File: config.mk
export PLATFORM = sky130hd
export DESIGN_NAME = svq_engine
export DESIGN_NICKNAME = d
export VERILOG_FILES = /design/src/hdl/svq_pkg.sv /design/src/hdl/svq_engine.sv
export VERILOG_INCLUDE_DIRS = /design/src /design/src/hdl
export SDC_FILE = /design/constraint.sdc
export NUM_CORES = 2
export LEC_CHECK = 0
export BUFFER_PORTS_ARGS = -buffer_cell sky130_fd_sc_hd__buf_2
export CORE_MARGIN = 8
export CORE_UTILIZATION = 39
export CTS_CLUSTER_DIAMETER = 30
export DETAILED_ROUTE_END_ITERATION = 8
export RECOVER_POWER = 50
export SYNTH_ARGS = -nofsm -noshare
export SYNTH_HDL_FRONTEND = slang
export SYNTH_SLANG_ARGS = --single-unit
File: constraint.sdc
create_clock -name i_clock -period 8.95 [get_ports i_clock]
set_input_delay 1.3425 -clock i_clock [delete_from_list [all_inputs] [get_ports i_clock]]
set_output_delay 1.3425 -clock i_clock [all_outputs]
set_load 0.005 [all_outputs]
File: src/hdl/svq_map.svh
`ifndef SVQ_MAP_SVH
`define SVQ_MAP_SVH
// register offsets, byte addresses on the register port
`define SVQ_REG_CTRL 8'h00
`define SVQ_REG_QSIZE 8'h04
`define SVQ_REG_DESC_LO 8'h08
`define SVQ_REG_DESC_HI 8'h0c
`define SVQ_REG_AVAIL_LO 8'h10
`define SVQ_REG_AVAIL_HI 8'h14
`define SVQ_REG_USED_LO 8'h18
`define SVQ_REG_USED_HI 8'h1c
`define SVQ_REG_NOTIFY 8'h20
`define SVQ_REG_STATUS 8'h24
`define SVQ_REG_INDEX 8'h28
`define SVQ_REG_LIMIT 8'h2c
`define SVQ_REG_PFN 8'h30
// control field positions
`define SVQ_CTRL_ENABLE 0
`define SVQ_CTRL_IN_ORDER 1
`define SVQ_CTRL_LEGACY 2
`define SVQ_CTRL_BIG_END 3
// descriptor flag values
`define SVQ_F_NEXT 16'h0001
`define SVQ_F_WRITE 16'h0002
`define SVQ_F_INDIRECT 16'h0004
// queue layout in bytes
`define SVQ_AVAIL_IDX_OFS 64'h2
`define SVQ_AVAIL_RING_OFS 64'h4
`define SVQ_AVAIL_HDR_TAIL 64'h6
`define SVQ_USED_IDX_OFS 64'h2
`define SVQ_USED_RING_OFS 64'h4
`define SVQ_USED_LEN_OFS 64'h4
`define SVQ_QALIGN_MASK 64'h0000_0000_0000_0fff
`define SVQ_QSIZE_RESET 16'h0100
`define SVQ_LIMIT_RESET 16'h0040
// error causes
`define SVQ_ERR_NONE 3'h0
`define SVQ_ERR_CHAIN 3'h1
`define SVQ_ERR_INDEX 3'h2
`define SVQ_ERR_NEST 3'h3
`define SVQ_ERR_QSIZE 3'h4
`endif

File: src/hdl/svq_pkg.sv
package svq_pkg;
  typedef struct packed {
    logic write;
    logic read;
    logic [7:0] addr;
    logic [31:0] wdata;
  } svq_reg_req_t;

  typedef struct packed {
    logic valid;
    logic write;
    logic [63:0] addr;
    logic [31:0] wdata;
    logic [3:0] strb;
  } svq_mem_req_t;

  typedef struct packed {
    logic valid;
    logic [31:0] data;
    logic last;
  } svq_stream_t;

  typedef enum logic [12:0] {
    S_IDLE = 13'h0001,
    S_AIDX = 13'h0002,
    S_AENT = 13'h0004,
    S_DESC = 13'h0008,
    S_DECIDE = 13'h0010,
    S_NEXT = 13'h0020,
    S_BRD = 13'h0040,
    S_BOUT = 13'h0080,
    S_BIN = 13'h0100,
    S_BWR = 13'h0200,
    S_UID = 13'h0400,
    S_ULEN = 13'h0800,
    S_UIDX = 13'h1000
  } svq_state_t;
endpackage

File: src/hdl/svq_engine.sv
// Implementation choices: the address map and strobed register access.
`include "svq_map.svh"
`timescale 1ns/100ps
`default_nettype none
module svq_engine (
  // clock and reset
  input wire logic i_clock,
  input wire logic i_arst_n,
  // register port
  input wire svq_pkg::svq_reg_req_t i_reg,
  output logic [31:0] o_reg_rdata,
  // guest memory master
  output svq_pkg::svq_mem_req_t o_mem,
  input wire logic i_mem_ack,
  input wire logic [31:0] i_mem_rdata,
  // readable buffer data towards the device function
  output svq_pkg::svq_stream_t o_out,
  input wire logic i_out_ready,
  // data from the device function into writable buffers
  input wire svq_pkg::svq_stream_t i_in,
  output logic o_in_ready,
  // events
  input wire logic i_avail_notify,
  output logic o_used_notify,
  output logic o_error
);
  logic [3:0] ctrl;
  logic [15:0] qsize;
  logic [63:0] desc_base;
  logic [63:0] avail_base;
  logic [63:0] used_base;
  logic [15:0] chain_limit;
  logic pending;
  logic [2:0] err_code;
  svq_pkg::svq_state_t state;
  logic [15:0] last_avail;
  logic [15:0] used_idx;
  logic [15:0] head;
  logic [15:0] cur_idx;
  logic [63:0] tbl_base;
  logic [27:0] tbl_size;
  logic in_ind;
  logic [1:0] wcnt;
  logic [31:0] dw [4];
  logic [16:0] count;
  logic [31:0] used_len;
  logic [63:0] buf_addr;
  logic [31:0] buf_rem;
  logic buf_wr;
  logic msg_done;
  logic hsel;

  function automatic logic [31:0] swap32(input logic [31:0] w);
    swap32 = {w[7:0], w[15:8], w[23:16], w[31:24]};
  endfunction
  function automatic logic [15:0] swap16(input logic [15:0] h);
    swap16 = {h[7:0], h[15:8]};
  endfunction
  function automatic svq_pkg::svq_mem_req_t mk_req(input logic wr, input logic [63:0] a,
                                                    input logic [31:0] d, input logic [3:0] s);
    mk_req = '{valid: 1'b1, write: wr, addr: {a[63:2], 2'b00}, wdata: d, strb: s};
  endfunction

  // register decode
  wire wr_ctrl = i_reg.write && i_reg.addr == `SVQ_REG_CTRL;
  wire wr_qsize = i_reg.write && i_reg.addr == `SVQ_REG_QSIZE;
  wire wr_pfn = i_reg.write && i_reg.addr == `SVQ_REG_PFN;
  wire wr_notify = i_reg.write && i_reg.addr == `SVQ_REG_NOTIFY;
  wire err_clr = i_reg.write && i_reg.addr == `SVQ_REG_STATUS && i_reg.wdata[0];
  wire [15:0] q_new = i_reg.wdata[15:0];
  // a zero or non power of two size is refused and flagged
  wire q_ok = q_new != 16'h0 && (q_new & (q_new - 16'h1)) == 16'h0;
  wire qsize_bad = wr_qsize && !q_ok;
  wire idx_clear = wr_ctrl && i_reg.wdata[`SVQ_CTRL_ENABLE] && !ctrl[`SVQ_CTRL_ENABLE];
  wire big_end = ctrl[`SVQ_CTRL_LEGACY] && ctrl[`SVQ_CTRL_BIG_END];
  wire run = ctrl[`SVQ_CTRL_ENABLE] && !o_error;

  // legacy page layout from one page frame number
  wire [63:0] lg_desc = {20'h0, i_reg.wdata, 12'h000};
  wire [63:0] lg_avail = lg_desc + {44'h0, qsize, 4'h0};
  wire [63:0] lg_av_end = lg_avail + `SVQ_AVAIL_HDR_TAIL + {47'h0, qsize, 1'b0};
  wire [63:0] lg_used = (lg_av_end + `SVQ_QALIGN_MASK) & ~`SVQ_QALIGN_MASK;

  always_ff @(posedge i_clock or negedge i_arst_n) begin
    if (!i_arst_n) begin
      ctrl <= 4'h0;
      qsize <= `SVQ_QSIZE_RESET;
      desc_base <= 64'h0;
      avail_base <= 64'h0;
      used_base <= 64'h0;
      chain_limit <= `SVQ_LIMIT_RESET;
    end else if (i_reg.write) begin
      if (wr_ctrl) ctrl <= i_reg.wdata[3:0];
      if (wr_qsize && q_ok) qsize <= q_new;
      if (i_reg.addr == `SVQ_REG_DESC_LO) desc_base[31:0] <= i_reg.wdata;
      if (i_reg.addr == `SVQ_REG_DESC_HI) desc_base[63:32] <= i_reg.wdata;
      if (i_reg.addr == `SVQ_REG_AVAIL_LO) avail_base[31:0] <= i_reg.wdata;
      if (i_reg.addr == `SVQ_REG_AVAIL_HI) avail_base[63:32] <= i_reg.wdata;
      if (i_reg.addr == `SVQ_REG_USED_LO) used_base[31:0] <= i_reg.wdata;
      if (i_reg.addr == `SVQ_REG_USED_HI) used_base[63:32] <= i_reg.wdata;
      if (i_reg.addr == `SVQ_REG_LIMIT) chain_limit <= i_reg.wdata[15:0];
      if (wr_pfn) begin
        desc_base <= lg_desc;
        avail_base <= lg_avail;
        used_base <= lg_used;
      end
    end
  end

  wire [31:0] status_word = {16'h0, 1'b0, state != svq_pkg::S_IDLE, pending, 9'h0,
                             err_code, o_error};
  wire [31:0] rd_mux =
    (i_reg.addr == `SVQ_REG_CTRL) ? {28'h0, ctrl} :
    (i_reg.addr == `SVQ_REG_QSIZE) ? {16'h0, qsize} :
    (i_reg.addr == `SVQ_REG_DESC_LO) ? desc_base[31:0] :
    (i_reg.addr == `SVQ_REG_DESC_HI) ? desc_base[63:32] :
    (i_reg.addr == `SVQ_REG_AVAIL_LO) ? avail_base[31:0] :
    (i_reg.addr == `SVQ_REG_AVAIL_HI) ? avail_base[63:32] :
    (i_reg.addr == `SVQ_REG_USED_LO) ? used_base[31:0] :
    (i_reg.addr == `SVQ_REG_USED_HI) ? used_base[63:32] :
    (i_reg.addr == `SVQ_REG_STATUS) ? status_word :
    (i_reg.addr == `SVQ_REG_INDEX) ? {used_idx, last_avail} :
    (i_reg.addr == `SVQ_REG_LIMIT) ? {16'h0, chain_limit} :
    32'h0;

  always_ff @(posedge i_clock or negedge i_arst_n) begin
    if (!i_arst_n) o_reg_rdata <= 32'h0;
    else o_reg_rdata <= i_reg.read ? rd_mux : 32'h0;
  end

  // queue addressing
  wire [15:0] qmask = qsize - 16'h1;
  wire [15:0] aslot = last_avail & qmask;
  wire [15:0] uslot = used_idx & qmask;
  wire [63:0] a_aidx = avail_base + `SVQ_AVAIL_IDX_OFS;
  wire [63:0] a_aent = avail_base + `SVQ_AVAIL_RING_OFS + {47'h0, aslot, 1'b0};
  wire [63:0] a_desc = tbl_base + {44'h0, cur_idx, 4'h0} + {60'h0, wcnt, 2'b00};
  wire [63:0] a_uid = used_base + `SVQ_USED_RING_OFS + {45'h0, uslot, 3'h0};
  wire [63:0] a_ulen = a_uid + `SVQ_USED_LEN_OFS;
  wire [63:0] a_uidx = used_base + `SVQ_USED_IDX_OFS;

  // memory data in the guest's byte order
  wire [15:0] rd_half_raw = hsel ? i_mem_rdata[31:16] : i_mem_rdata[15:0];
  wire [15:0] rd_half = big_end ? swap16(rd_half_raw) : rd_half_raw;
  wire [63:0] d_addr = big_end ? {swap32(dw[0]), swap32(dw[1])} : {dw[1], dw[0]};
  wire [31:0] d_len = big_end ? swap32(dw[2]) : dw[2];
  wire [15:0] d_flags = big_end ? swap16(dw[3][15:0]) : dw[3][15:0];
  wire [15:0] d_next = big_end ? swap16(dw[3][31:16]) : dw[3][31:16];
  wire f_next = (d_flags & `SVQ_F_NEXT) != 16'h0;
  wire f_write = (d_flags & `SVQ_F_WRITE) != 16'h0;
  wire f_ind = (d_flags & `SVQ_F_INDIRECT) != 16'h0;
  wire [16:0] count_new = count + 17'h1;
  wire too_long = count_new > {1'b0, chain_limit} || count_new > {1'b0, qsize};
  wire adv_err = {12'h0, d_next} >= tbl_size;
  wire ring_empty = rd_half == last_avail;

  // bytes moved by the current buffer word
  wire [2:0] nbytes = (buf_rem >= 32'h4) ? 3'h4 : buf_rem[2:0];
  wire [3:0] wstrb = (nbytes == 3'h4) ? 4'hf : (nbytes == 3'h3) ? 4'h7 :
                     (nbytes == 3'h2) ? 4'h3 : 4'h1;
  wire [31:0] id_word = big_end ? swap32({16'h0, head}) : {16'h0, head};
  wire [31:0] len_word = big_end ? swap32(used_len) : used_len;
  wire [15:0] uidx_new = used_idx + 16'h1;
  wire [15:0] uidx_half = big_end ? swap16(uidx_new) : uidx_new;
  wire [31:0] uidx_data = a_uidx[1] ? {uidx_half, 16'h0} : {16'h0, uidx_half};
  wire [3:0] uidx_strb = a_uidx[1] ? 4'hc : 4'h3;
  wire mem_done = o_mem.valid && i_mem_ack;
  wire pend_clr = state == svq_pkg::S_AIDX && mem_done && ring_empty;

  // a doorbell in the same cycle as the empty-ring clear keeps the flag set
  always_ff @(posedge i_clock or negedge i_arst_n) begin
    if (!i_arst_n) pending <= 1'b0;
    else if (wr_notify || i_avail_notify) pending <= 1'b1;
    else if (pend_clr) pending <= 1'b0;
  end

  always_ff @(posedge i_clock or negedge i_arst_n) begin
    if (!i_arst_n) begin
      state <= svq_pkg::S_IDLE;
      o_mem <= '0;
      o_out <= '0;
      o_in_ready <= 1'b0;
      o_used_notify <= 1'b0;
      o_error <= 1'b0;
      err_code <= `SVQ_ERR_NONE;
      last_avail <= 16'h0;
      used_idx <= 16'h0;
      head <= 16'h0;
      cur_idx <= 16'h0;
      tbl_base <= 64'h0;
      tbl_size <= 28'h0;
      in_ind <= 1'b0;
      wcnt <= 2'h0;
      dw <= '{default: 32'h0};
      count <= 17'h0;
      used_len <= 32'h0;
      buf_addr <= 64'h0;
      buf_rem <= 32'h0;
      buf_wr <= 1'b0;
      msg_done <= 1'b0;
      hsel <= 1'b0;
    end else begin
      o_used_notify <= 1'b0;
      if (idx_clear) begin
        last_avail <= 16'h0;
        used_idx <= 16'h0;
      end
      if (err_clr) begin
        o_error <= 1'b0;
        err_code <= `SVQ_ERR_NONE;
      end
      if (qsize_bad) begin
        o_error <= 1'b1;
        err_code <= `SVQ_ERR_QSIZE;
      end
      case (state)
        svq_pkg::S_IDLE: begin
          if (run && pending) state <= svq_pkg::S_AIDX;
        end
        svq_pkg::S_AIDX: begin
          if (!o_mem.valid) begin
            o_mem <= mk_req(1'b0, a_aidx, 32'h0, 4'hf);
            hsel <= a_aidx[1];
          end else if (i_mem_ack) begin
            o_mem.valid <= 1'b0;
            state <= ring_empty ? svq_pkg::S_IDLE : svq_pkg::S_AENT;
          end
        end
        svq_pkg::S_AENT: begin
          if (!o_mem.valid) begin
            o_mem <= mk_req(1'b0, a_aent, 32'h0, 4'hf);
            hsel <= a_aent[1];
          end else if (i_mem_ack) begin
            o_mem.valid <= 1'b0;
            head <= rd_half;
            cur_idx <= rd_half;
            tbl_base <= desc_base;
            tbl_size <= {12'h0, qsize};
            in_ind <= 1'b0;
            count <= 17'h0;
            used_len <= 32'h0;
            msg_done <= 1'b0;
            wcnt <= 2'h0;
            if (rd_half >= qsize) begin
              o_error <= 1'b1;
              err_code <= `SVQ_ERR_INDEX;
              state <= svq_pkg::S_IDLE;
            end else begin
              state <= svq_pkg::S_DESC;
            end
          end
        end
        svq_pkg::S_DESC: begin
          if (!o_mem.valid) begin
            o_mem <= mk_req(1'b0, a_desc, 32'h0, 4'hf);
          end else if (i_mem_ack) begin
            o_mem.valid <= 1'b0;
            dw[wcnt] <= i_mem_rdata;
            wcnt <= wcnt + 2'h1;
            if (wcnt == 2'h3) state <= svq_pkg::S_DECIDE;
          end
        end
        svq_pkg::S_DECIDE: begin
          count <= count_new;
          buf_addr <= d_addr;
          buf_rem <= d_len;
          buf_wr <= f_write;
          if (too_long) begin
            o_error <= 1'b1;
            err_code <= `SVQ_ERR_CHAIN;
            state <= svq_pkg::S_IDLE;
          end else if (f_ind) begin
            // the write flag of a table pointer carries no meaning
            if (in_ind) begin
              o_error <= 1'b1;
              err_code <= `SVQ_ERR_NEST;
              state <= svq_pkg::S_IDLE;
            end else begin
              in_ind <= 1'b1;
              tbl_base <= d_addr;
              tbl_size <= d_len[31:4];
              cur_idx <= 16'h0;
              state <= svq_pkg::S_DESC;
            end
          end else if (d_len == 32'h0 || (f_write && msg_done)) begin
            state <= svq_pkg::S_NEXT;
          end else begin
            // readable and writable pieces may be mixed in any order
            state <= f_write ? svq_pkg::S_BIN : svq_pkg::S_BRD;
          end
        end
        svq_pkg::S_NEXT: begin
          if (!f_next) begin
            state <= svq_pkg::S_UID;
          end else if (adv_err) begin
            o_error <= 1'b1;
            err_code <= `SVQ_ERR_INDEX;
            state <= svq_pkg::S_IDLE;
          end else begin
            cur_idx <= d_next;
            state <= svq_pkg::S_DESC;
          end
        end
        svq_pkg::S_BRD: begin
          if (!o_mem.valid) begin
            o_mem <= mk_req(1'b0, buf_addr, 32'h0, 4'hf);
          end else if (i_mem_ack) begin
            o_mem.valid <= 1'b0;
            o_out <= '{valid: 1'b1, data: i_mem_rdata, last: buf_rem <= 32'h4};
            state <= svq_pkg::S_BOUT;
          end
        end
        svq_pkg::S_BOUT: begin
          if (i_out_ready) begin
            o_out.valid <= 1'b0;
            buf_rem <= buf_rem - {29'h0, nbytes};
            buf_addr <= buf_addr + 64'h4;
            state <= (buf_rem <= 32'h4) ? svq_pkg::S_NEXT : svq_pkg::S_BRD;
          end
        end
        svq_pkg::S_BIN: begin
          if (!o_in_ready) begin
            o_in_ready <= 1'b1;
          end else if (i_in.valid) begin
            o_in_ready <= 1'b0;
            msg_done <= i_in.last;
            o_mem <= mk_req(1'b1, buf_addr, i_in.data, wstrb);
            state <= svq_pkg::S_BWR;
          end
        end
        svq_pkg::S_BWR: begin
          if (i_mem_ack) begin
            o_mem.valid <= 1'b0;
            used_len <= used_len + {29'h0, nbytes};
            buf_rem <= buf_rem - {29'h0, nbytes};
            buf_addr <= buf_addr + 64'h4;
            state <= (buf_rem <= 32'h4 || msg_done) ? svq_pkg::S_NEXT : svq_pkg::S_BIN;
          end
        end
        svq_pkg::S_UID: begin
          if (!o_mem.valid) begin
            o_mem <= mk_req(1'b1, a_uid, id_word, 4'hf);
          end else if (i_mem_ack) begin
            o_mem.valid <= 1'b0;
            state <= svq_pkg::S_ULEN;
          end
        end
        svq_pkg::S_ULEN: begin
          if (!o_mem.valid) begin
            o_mem <= mk_req(1'b1, a_ulen, len_word, 4'hf);
          end else if (i_mem_ack) begin
            o_mem.valid <= 1'b0;
            state <= svq_pkg::S_UIDX;
          end
        end
        svq_pkg::S_UIDX: begin
          if (!o_mem.valid) begin
            o_mem <= mk_req(1'b1, a_uidx, uidx_data, uidx_strb);
          end else if (i_mem_ack) begin
            // one chain at a time, so completion follows posting order
            o_mem.valid <= 1'b0;
            used_idx <= uidx_new;
            last_avail <= last_avail + 16'h1;
            o_used_notify <= 1'b1;
            state <= svq_pkg::S_IDLE;
          end
        end
        default: state <= svq_pkg::S_IDLE;
      endcase
    end
  end
endmodule
`default_nettype wire

==> results.cfg <==
[run_status]
status = finished with violations
violations = max-capacitance violations, max-slew violations

[pwr]
ir_drop_v = 0.0001843
power_density_nw_per_um2 = 238.8
p_leak_nw = 29.13

[sta]
tns_ns = 0
maxSlewViolCount = 477
skew_ns = 0.09317
setup_viol = 0
fmax_mhz = 133.9
rsz0062_at_grt = false
period_minus_slack_ns = 7.470
min_period_over_period = 0.8347
slew_headroom = -2.602
hold_viol = 0
tightest_slew_ns = 5.404

[clock_network]
cts_root_buf = clkbuf_16
post_cts_buffers = 0
htree_levels = 4
clkSlewWorstSetupHoldPaths_ns = 0.05
cts_buffer_depth = 3
cts_tree = yes
cts_resized = 0
cts_made_buffers = 211
cts-hold-fix-buffers = 0
clkSinkCount = 834
clock_latency_ns = 0.86

[finish]
final_util = 0.4675
syn_to_final_growth_pct = 19.06
n_fill_cell = 14210
design_area_um2 = 67160
drive_above_1_share = 0.1433
final_nets = 7132

[logic_synthesis]
synth_area_um2 = 56410
synth_edf_count = 0
yosysTopAreaCell = dfrtp_1
yosysMostFrequentCell = nand2_1
synth_compound_area_frac = 0.2022
syn_inst = 6658
ys_warn_count = 0
synth_simple_gate_area_share = 0.2088
synth_xor_area_frac = 0.06896
synth_top_flop_cell = dfrtp_1
synth_top_area_share = 0.3686
synth-async-reset-ratio = 1.000
ys_seq_area_frac = 0.3700
avgSynthCellArea_um2 = 8.473
synth_top_family_by_area = simple AND/OR/NAND/NOR gates
synth_common_cells = nand2_1 (864), dfrtp_1 (831), nor2_1 (603)
ys_ff_latch = 834
ys_types = 98
synth_area_leaders = dfrtp_1 (37%), nand2_1 (5.7%), o21ai_0 (4.6%)
synth-adder-area-share = 0.04170
muxShareOfSynthArea = 0.06725

[floorplan]
die_w_um = 396.3
core_area_um2 = 143700
start_util = 0.3927
die_h_um = 396.3
pin_count = 284
dieArea_um2 = 157100
rows = 139

[drt]
drt_iter0_drc = 7782
wl_mm = 310.8
viasPerCell = 6.525
routedWlPerCell_um = 34.70
vias = 58440
ant_nets = 0
firstDrtPassIters = 8
drc = 0

[place]
portBuffers = 281
gp_congestion = 1.068
postPlaceCellArea_um2 = 59740
dp_hpwl_mm = 239.2

[global_route]
antenna_found_initial = 40
grt_pass1_wl_mm = 431.3
first_global_vias = 55330
grt_overflow = 0
grt_max_degree = 165
gr-usage-all-layers = 0.3817

[critical_path]
critical_path_class = flip-flop to flip-flop
cp-start-kind = flip-flop
path_max_fanout = 12
cp.required_ns = 9.68
ff2ff_path_depth = 20
endpoint_kind = flip-flop
critical_path_arrival_ns = 8.20

[min_path]
min_path_type = flip-flop to flip-flop
holdPathStages = 2

[run]
max_cap_viol_count = 12
==> where the power goes <==
group | switching (mW) | internal (mW) | leakage [nW]
clock | 2.59 | 5.40 | 3.68
sequential | 0.760 | 4.33 | 11.1
combinational | 1.88 | 1.07 | 14.4
==> placed cells by master (no fill, tap or decap), types with 46 or more instances in the layout <==
master,Yosys,layout
buf_2,40,145
o21ai_0,519,520
xor2_1,217,217
nand3_1,246,246
ha_1,180,180
a221oi_1,118,118
mux2_2,226,226
clkinv_2,0,47
and3_1,67,66
nor4_1,72,71
o22ai_1,69,68
nor3_1,141,140
mux2i_1,91,91
clkbuf_16,0,212
nor2_1,603,591
a211oi_1,77,76
clkbuf_1,371,161
and2_1,52,49
a22o_1,51,51
inv_1,128,128
a31oi_1,46,46
or3_1,50,49
nand4_1,147,147
a22oi_1,75,75
buf_4,11,129
a21o_1,82,82
nand2_1,864,858
xnor2_1,224,224
nor2b_1,69,69
a21oi_1,431,429
dfrtp_1,831,831
==> flip-flops by register name (all words and copies together) (netlist names), 2 cells and up <==
name         count
desc_base       64
o_reg_rdata     32
state           13
buf_rem         32
tbl_base        62
chain_limit     16
err_code         3
o_mem          100
o_out           34
count           17
head            16
tbl_size        28
qsize           16
last_avail      16
used_base       64
cur_idx         16
dw             118
used_idx        16
ctrl             4
avail_base      64
wcnt             2
buf_addr        62
used_len        32
==> path summary, 6_finish.rpt <==
kind / from / end / slack [ns]
setup / recovery: qsize[2]$_DFFE_PN0P_ / o_mem[96]$_DFFE_PN0P_ / 1.48
hold / removal: head[2]$_DFFE_PN0P_ / head[2]$_DFFE_PN0P_ / 0.47
setup reg to reg: qsize[2]$_DFFE_PN0P_ / o_mem[96]$_DFFE_PN0P_ / 1.48
hold reg to reg: head[2]$_DFFE_PN0P_ / head[2]$_DFFE_PN0P_ / 0.47
max in group asynchronous: i_arst_n / buf_addr[23]$_DFFE_PN0P_ / 1.68
min in group asynchronous: i_arst_n / desc_base[55]$_DFFE_PN0P_ / 2.52
==> stage by stage <==
step,hold slack (ns),power (mW),setup slack [ns],cells
3_3_place_gp,0.4545,7.968,1.828,8524
6_report,0.4673,16.04,1.480,8956
2_1_floorplan,0.4386,6.463,3.479,6659
5_1_grt,0.5067,16.51,0.6914,8916
4_1_cts,0.4748,16.00,1.776,8916
3_5_place_dp,0.4600,8.012,1.808,8524
==> worst max-delay path, cell delays in order, from the launching register on <==
cell and delay, ns:
dfrtp_1 0.48, inv_1 0.22, nand4_1 0.13, nor2_1 0.15, nand2_1 0.12, nor4_1 0.46
nand3_1 0.17, xnor2_1 0.33, nor2b_1 0.09, ha_1 0.46, a21oi_1 0.40, o211ai_1 0.13
a22oi_1 0.67, a21oi_1 0.21, xnor2_1 0.31, a211oi_2 0.42, nor3b_2 0.77, nand4_1 0.72
or4_1 0.73, and2_1 0.18, o31ai_2 0.16
==> layout make-up <==
type | instances | area [µm²] | share of cell area
Multi-Input combinational cell | 5237 | 33450 | 0.4981
Antenna cell | 40 | 100.1 | 0.001490
Clock inverter | 117 | 1602 | 0.02385
Sequential cell | 834 | 20870 | 0.3108
Clock buffer | 275 | 5972 | 0.08892
Inverter | 128 | 480.5 | 0.007154
Tap cell | 1903 | 2381 | 0.03545
Timing Repair Buffer | 422 | 2301 | 0.03426
==> per-layer routing <==
metal  routed length, µm  global-route usage  vias to the layer above
met4               29080              0.3022                       16
met1              118200              0.4789                    28950
met3               34000              0.1070                      927
li1                    -                   -                    24670
met5                 124                   0                        -
met2              129400              0.5499                     3873
==> cells by family after synthesis <==
| logic type | Yosys count |
|---|---|
| compound gates | 1783 |
| xor+xnor | 442 |
| fa+ha+maj | 185 |
| buf+inv | 588 |
| flops | 834 |
| mux | 332 |
| other cells | 2 |
| simple gates | 2492 |
No activity file was read; power rests on OpenSTA's default activity.
